[src/include/slot_status_pkg.sv]
package slot_status_pkg;

  localparam int unsigned NUM_SLOTS   = 16;
  localparam int unsigned SLOT_BITS   = 4;
  localparam int unsigned WORD_BITS   = 16;
  localparam int unsigned STATUS_BITS = 8;

  // Condition / event bit positions
  localparam int unsigned BIT_LASER_ON     = 0;
  localparam int unsigned BIT_COHERENCE_ON = 1;
  localparam int unsigned BIT_UNUSED_2     = 2;
  localparam int unsigned BIT_ZEROING      = 3;
  localparam int unsigned BIT_SHUTTER_OPEN = 4;
  localparam int unsigned BIT_OFFSET_EN    = 5;
  localparam int unsigned BIT_OFFSET_TYPE1 = 6;
  localparam int unsigned BIT_OFFSET_TYPE2 = 7;

  // Bits that may ever be one in a condition word
  localparam logic [15:0] COND_USED_MASK  = 16'h00FB;
  // Largest value the mask may hold
  localparam logic [15:0] MASK_LEGAL_MASK = 16'h7FFF;

  localparam logic [15:0] MASK_RESET  = 16'h0000;
  localparam logic [15:0] COND_RESET  = 16'h0000;
  localparam logic [15:0] EVENT_RESET = 16'h0000;
  localparam logic [15:0] DATA_RESET  = 16'h0000;

  // Command codes of the controller port
  localparam logic [2:0] CMD_READ_CONDITION = 3'h0;
  localparam logic [2:0] CMD_READ_EVENT     = 3'h1;
  localparam logic [2:0] CMD_WRITE_MASK     = 3'h2;
  localparam logic [2:0] CMD_READ_MASK      = 3'h3;
  localparam logic [2:0] CMD_READ_SUMMARY   = 3'h4;

endpackage

[src/logic/slot_operation_status.sv]
// Overview of operation
// RL1: Keep live condition word per slot, readable
// RL2: Condition word bits 15:8 and 2 zero
// RL3: Bit 4 follows shutter open
// RL4: Bit 3 high while zeroing runs
// RL5: Bit 1 follows coherence control active
// RL6: Bit 0 follows laser on
// RL7: Bits 7:5 used only for attenuators
// RL8: Bit 5 follows offset feature enabled
// RL9: Bits 7:6 encode offset source type
// RL10: Controller writes mask up to 32767; stored
// RL11: Mask one passes event bit, zero blocks
// RL12: Slot n result drives summary bit n
// RL13: Per-slot event register, same layout as condition
// RL14: Mask read-back query returns stored mask
// RL15: Summary bit is OR of event AND mask
// RL16: Event latches on rising condition; read clears
`timescale 1ns/10ps
module slot_operation_status (
  input  wire logic        i_clock,
  input  wire logic        i_srst,
  input  wire logic [15:0] i_laser_on,
  input  wire logic [15:0] i_coherence_on,
  input  wire logic [15:0] i_zeroing,
  input  wire logic [15:0] i_shutter_open,
  input  wire logic [15:0] i_offset_enabled,
  input  wire logic [15:0] i_offset_type1,
  input  wire logic [15:0] i_offset_type2,
  input  wire logic [15:0] i_is_attenuator,
  input  wire logic        i_cmd_valid,
  input  wire logic [2:0]  i_cmd_code,
  input  wire logic [3:0]  i_cmd_slot,
  input  wire logic [15:0] i_cmd_data,
  output logic             o_rsp_valid,
  output logic      [15:0] o_rsp_data,
  output logic      [15:0] o_op_event_summary
);

  typedef struct packed {
    logic        rsp_valid;
    logic [15:0] rsp_data;
  } top_state_t;

  top_state_t state_reg;
  top_state_t state_next;

  logic [15:0][15:0] slot_cond;
  logic [15:0][15:0] slot_event;
  logic [15:0][15:0] slot_mask;
  logic [15:0]       slot_summary;
  logic [15:0]       slot_sel;
  logic              is_write;
  logic              is_event_read;

  assign is_write      = i_cmd_valid && (i_cmd_code == slot_status_pkg::CMD_WRITE_MASK);
  assign is_event_read = i_cmd_valid && (i_cmd_code == slot_status_pkg::CMD_READ_EVENT);

  genvar n;
  generate
    for (n = 0; n < slot_status_pkg::NUM_SLOTS; n = n + 1) begin : g_slot
      logic [7:0] raw;
      assign slot_sel[n] = (i_cmd_slot == 4'(n));
      assign raw = {i_offset_type2[n], i_offset_type1[n], i_offset_enabled[n], i_shutter_open[n],
                    i_zeroing[n], 1'b0, i_coherence_on[n], i_laser_on[n]};
      slot_status_unit u_slot (
        .i_clock         (i_clock),
        .i_srst          (i_srst),
        .i_status_raw    (raw),
        .i_is_attenuator (i_is_attenuator[n]),
        .i_mask_wr       (is_write && slot_sel[n]),       // RL10
        .i_mask_data     (i_cmd_data),
        .i_event_clr     (is_event_read && slot_sel[n]),  // RL16
        .o_condition     (slot_cond[n]),
        .o_event         (slot_event[n]),
        .o_mask          (slot_mask[n]),
        .o_summary       (slot_summary[n])
      );
    end
  endgenerate

  always_comb begin
    state_next = state_reg;
    state_next.rsp_valid = 1'b0;
    if (i_cmd_valid) begin
      case (i_cmd_code)
        slot_status_pkg::CMD_READ_CONDITION: begin
          state_next.rsp_valid = 1'b1;
          state_next.rsp_data  = slot_cond[i_cmd_slot]; // RL1
        end
        slot_status_pkg::CMD_READ_EVENT: begin
          state_next.rsp_valid = 1'b1;
          state_next.rsp_data  = slot_event[i_cmd_slot]; // RL13
        end
        slot_status_pkg::CMD_READ_MASK: begin
          state_next.rsp_valid = 1'b1;
          state_next.rsp_data  = slot_mask[i_cmd_slot]; // RL14
        end
        slot_status_pkg::CMD_READ_SUMMARY: begin
          state_next.rsp_valid = 1'b1;
          state_next.rsp_data  = slot_summary; // RL12
        end
        default: begin
          // Writes and unknown codes give no answer
          state_next.rsp_valid = 1'b0;
        end
      endcase
    end
    if (i_srst) begin
      state_next.rsp_valid = 1'b0;
      state_next.rsp_data  = slot_status_pkg::DATA_RESET;
    end
  end

  always_ff @(posedge i_clock) begin
    state_reg <= state_next;
  end

  assign o_rsp_valid        = state_reg.rsp_valid;
  assign o_rsp_data         = state_reg.rsp_data;
  assign o_op_event_summary = slot_summary; // RL12
endmodule

[src/logic/slot_status_unit.sv]
`timescale 1ns/10ps
module slot_status_unit (
  input  wire logic        i_clock,
  input  wire logic        i_srst,
  input  wire logic [7:0]  i_status_raw,
  input  wire logic        i_is_attenuator,
  input  wire logic        i_mask_wr,
  input  wire logic [15:0] i_mask_data,
  input  wire logic        i_event_clr,
  output logic      [15:0] o_condition,
  output logic      [15:0] o_event,
  output logic      [15:0] o_mask,
  output logic             o_summary
);

  typedef struct packed {
    logic [8:0]  sync1;
    logic [8:0]  sync2;
    logic [15:0] cond;
    logic [15:0] event_bits;
    logic [15:0] mask;
    logic        summary;
  } slot_state_t;

  slot_state_t state_reg;
  slot_state_t state_next;

  always_comb begin
    logic [15:0] cond_w;
    logic        atten;
    cond_w     = slot_status_pkg::COND_RESET;
    atten      = 1'b0;
    state_next = state_reg;
    state_next.sync1 = {i_is_attenuator, i_status_raw};
    state_next.sync2 = state_reg.sync1;
    atten = state_reg.sync2[8];
    cond_w[slot_status_pkg::BIT_LASER_ON]     = state_reg.sync2[slot_status_pkg::BIT_LASER_ON];     // RL6
    cond_w[slot_status_pkg::BIT_COHERENCE_ON] = state_reg.sync2[slot_status_pkg::BIT_COHERENCE_ON]; // RL5
    cond_w[slot_status_pkg::BIT_ZEROING]      = state_reg.sync2[slot_status_pkg::BIT_ZEROING];      // RL4
    cond_w[slot_status_pkg::BIT_SHUTTER_OPEN] = state_reg.sync2[slot_status_pkg::BIT_SHUTTER_OPEN]; // RL3
    // Offset bits only for attenuators; type is meaningless while disabled
    cond_w[slot_status_pkg::BIT_OFFSET_EN] = atten & state_reg.sync2[slot_status_pkg::BIT_OFFSET_EN]; // RL7 RL8
    cond_w[slot_status_pkg::BIT_OFFSET_TYPE1] = cond_w[slot_status_pkg::BIT_OFFSET_EN]
                                                & state_reg.sync2[slot_status_pkg::BIT_OFFSET_TYPE1]; // RL9
    cond_w[slot_status_pkg::BIT_OFFSET_TYPE2] = cond_w[slot_status_pkg::BIT_OFFSET_EN]
                                                & state_reg.sync2[slot_status_pkg::BIT_OFFSET_TYPE2]; // RL9
    state_next.cond = cond_w & slot_status_pkg::COND_USED_MASK; // RL1 RL2
    // Set wins over a read clear in the same cycle
    state_next.event_bits = (i_event_clr ? slot_status_pkg::EVENT_RESET : state_reg.event_bits)
                            | (state_next.cond & ~state_reg.cond); // RL13 RL16
    if (i_mask_wr) begin
      state_next.mask = i_mask_data & slot_status_pkg::MASK_LEGAL_MASK; // RL10
    end
    state_next.summary = |(state_next.event_bits & state_next.mask); // RL11 RL15
    if (i_srst) begin
      state_next = '0;
      state_next.cond       = slot_status_pkg::COND_RESET;
      state_next.event_bits = slot_status_pkg::EVENT_RESET;
      state_next.mask       = slot_status_pkg::MASK_RESET;
    end
  end

  always_ff @(posedge i_clock) begin
    state_reg <= state_next;
  end

  assign o_condition = state_reg.cond;
  assign o_event     = state_reg.event_bits;
  assign o_mask      = state_reg.mask;
  assign o_summary   = state_reg.summary;

endmodule

[config.mk]
export PLATFORM = sky130hd
export DESIGN_NAME = slot_operation_status
export DESIGN_NICKNAME = d
export VERILOG_FILES = /design/src/include/slot_status_pkg.sv /design/src/logic/slot_operation_status.sv /design/src/logic/slot_status_unit.sv
export SDC_FILE = /design/constraint.sdc
export NUM_CORES = 2
export LEC_CHECK = 0
export BUFFER_PORTS_ARGS = -buffer_cell sky130_fd_sc_hd__buf_2
export CAP_MARGIN = 20
export CORE_MARGIN = 2
export CORE_UTILIZATION = 60
export CTS_CLUSTER_DIAMETER = 100
export DETAILED_ROUTE_END_ITERATION = 6
export GPL_TIMING_DRIVEN = 0
export PLACE_DENSITY_LB_ADDON = 0.08
export SYNTH_ARGS = -nofsm -noshare
export SYNTH_HDL_FRONTEND = slang
export SYNTH_SLANG_ARGS = --single-unit
[constraint.sdc]
create_clock -name i_clock -period 6.8 [get_ports i_clock]
set_input_delay 0.34 -clock i_clock [delete_from_list [all_inputs] [get_ports i_clock]]
set_output_delay 0.34 -clock i_clock [all_outputs]
set_load 0.02 [all_outputs]
==> reports/results.ini <==
[power_and_ir_drop]
internal_power_mw = 8.611
combPwrFrac_pct = 6.6
leakage_nw = 16.93
p_seq_share_pct = 48.4
power_switching_mw = 2.802
power_mw = 11.41
p_clk_share_pct = 45.0
swShare_pct = 24.55
powerDensity_nw_per_um2 = 274.3
ir_drop_mv = 0.2490

[yosys]
synth_compound_area_share_pct = 7.345
synth_xor_area_share_pct = 0
synth_area_leaders = dfxtp_1, mux4_2, nor2b_1, mux2i_1, nor2_1
synth_top_family_by_area = simple AND/OR/NAND/NOR gates
ys_types = 66
avgSynthCellArea_um2 = 10.76
synthFlopType = dfxtp_1
synth_cells = 3281
yosysTopAreaCell = dfxtp_1
synth_edf_count = 0
synthSimpleGateAreaFrac_pct = 18.96
syn_area_um2 = 35300
ys_seq_area_share_pct = 51.78
async_reset_ff_share_pct = 0
synthMuxAreaShare_pct = 18.43
syn_nets = 3435
synth_common_cells = dfxtp_1, nor2b_1, nor2_1
yosys.area_share.adder_pct = 0
synth.most_common_cell = dfxtp_1
yosysWarnings = 0
synth-seq-cells = 913
synth_top_area_share_pct = 51.78

[critical_path]
r2r_cells = 6
r2r_slack_ps = 4490
endpoint_kind = flop
startpoint_type = input port
arrival_ps = 4200
worstPathMaxFanout = 10
path_class = input port to flop
crit_required_ps = 7290

[sta]
max_clock_freq_mhz = 269.8
final-hold-violation-count = 0
worst_clock_skew_ps = 41.20
worst_pin_slew_ps = 1244
setup_viol = 0
rsz0062_at_grt = false
period_share_pct = 54.51
finalSetupTns_ps = 0
worst_slack_ps = 3094
layout_min_cycle_time_ps = 3706
slew_headroom_pct = 17.07
slew_violations = 0

[placement]
place_ws_ps = 2781
hpwlAfterDp_um = 96280
gp_congestion = 1.075
numPortBuffers = 178

[cts]
post_cts_buffers = 0
cts_max_path_buffers = 3
htreeDepth = 3
path_clk_slew_ps = 70
numClockSinks = 913
numCtsBuffers = 90
cts_tree = done
ctsRootBufferMaster = clkbuf_16
clk_latency_ps = 680

[hold_path]
hold_path_class = input port to flop
whs_path_depth = 4

[drt]
drtPass1Iterations = 6
routed_wl_um = 135800
dr_total_vias = 29121
drtIter0Drc = 3583
detail-route-antenna-nets = 0
drc_errors = 0
routedWlPerCell_um = 30.03
avgViaCountPerCell = 6.437

[finish]
syn_to_final_growth_pct = 17.87
multiInputGateArea_um2 = 15790
seqCellArea_um2 = 18280
fillerInstances = 3992
nNetsFinal = 3847
drive_gt1_share_pct = 16.57
diodes = 0

[grt]
grt_first_pass_wirelength_um = 193800
grt_usage_pct = 44.43
grt_max_degree = 16
grt_overflow = 0
antenna_found_initial = 2
grt_pass1_vias = 29036

[floorplanning]
die_area_um2 = 60780
die_w_um = 246.5
start_util_pct = 60.94
rows = 88
core-area_um2 = 57920
die_h_um = 246.5
io_pins = 187

[run_status]
outcome = finished clean

[run]
drv_cap = 0

==> worst max-delay path: stages <==
cell       delay [ps]
buf_2             170
nor4bb_1          280
buf_2             340
buf_2             350
nand3_1           440
clkbuf_1          560
mux2i_1           450
nor2_1             90
nor4_1            980
o2bb2ai_1         200
==> placed cells by master (no fill, tap or decap), types with 19 or more instances in the layout <==
cell type and count:
clkbuf_1 164, o22ai_1 58, nor2b_1 394, clkbuf_16 91
mux2i_1 222, mux2_2 29, buf_1 19, buf_2 221
nor3b_1 35, and2_1 166, nand3_1 37, dfxtp_1 913
mux4_2 175, a21oi_1 188, inv_1 58, clkbuf_8 22
a22oi_1 23, and3_1 66, nor2_1 354, dlygate4sd3_1 131
nand2_1 110, buf_4 27, o21ai_0 46
==> path summary, 6_finish.rpt <==
kind | start | to
worst max-delay path | i_cmd_code[0] | g_slot[11].u_slot.o_summary
worst min-delay path | i_cmd_slot[2] | g_slot[2].u_slot.o_mask[9]
worst max register to register | g_slot[10].u_slot.state_reg[54] | g_slot[10].u_slot.o_summary
worst min register to register | g_slot[2].u_slot.state_reg[64] | g_slot[2].u_slot.state_reg[55]
==> metrics by stage <==
stage	hold slack [ps]	utilization, %	instance area, µm²	instances
after CTS	104.4	71.78	41570	4520
after detailed placement	421.2	64.27	37220	4231
after floorplan	413.8	-	35300	3281
after global placement	418.9	64.13	37140	4224
final	118.4	71.83	41600	4524
after global routing	118.8	71.83	41600	4524
==> power by group through the flow <==
stage	clock, mW	sequential, mW	combinational [mW]
finish	5.14	5.52	0.758
global route	5.34	5.52	0.772
CTS	5.07	5.51	0.710
detailed placement	0	5.63	0.649
global placement	0	5.62	0.636
floorplan	0	5.61	0.354
==> cell type report <==
class                           instances  area share, %
Tap cell                              765          2.301
Multi-Input combinational cell       2081          37.95
Inverter                               59         0.5323
Buffer                                228          2.418
Timing Repair Buffer                  320          5.552
Clock buffer                          133          6.382
Sequential cell                       913          43.93
Clock inverter                         25         0.9263
==> what timing repair did <==
action / in CTS / in global routing
endpoints found under the setup margin: 0 / 0
hold buffers: 131 / 0
endpoints found under the hold margin: 131 / 0
resized for setup: 0 / 0
==> metal layers <==
layer,part of all wire [%],track usage (%)
met5,0,0
met4,9.3,34.92
met3,10,8.845
met2,43,66.92
met1,37,56.05
==> kinds of logic (layout without fill, tap and decap cells) <==
group / count (synthesis) / in the layout
and+or+nand+nor: 1233 / 1233
DFF: 913 / 913
muxes: 427 / 427
AOI/OAI and AO/OA: 421 / 421
buffers and inverters: 287 / 765
Power figures use the tool's default switching activity.
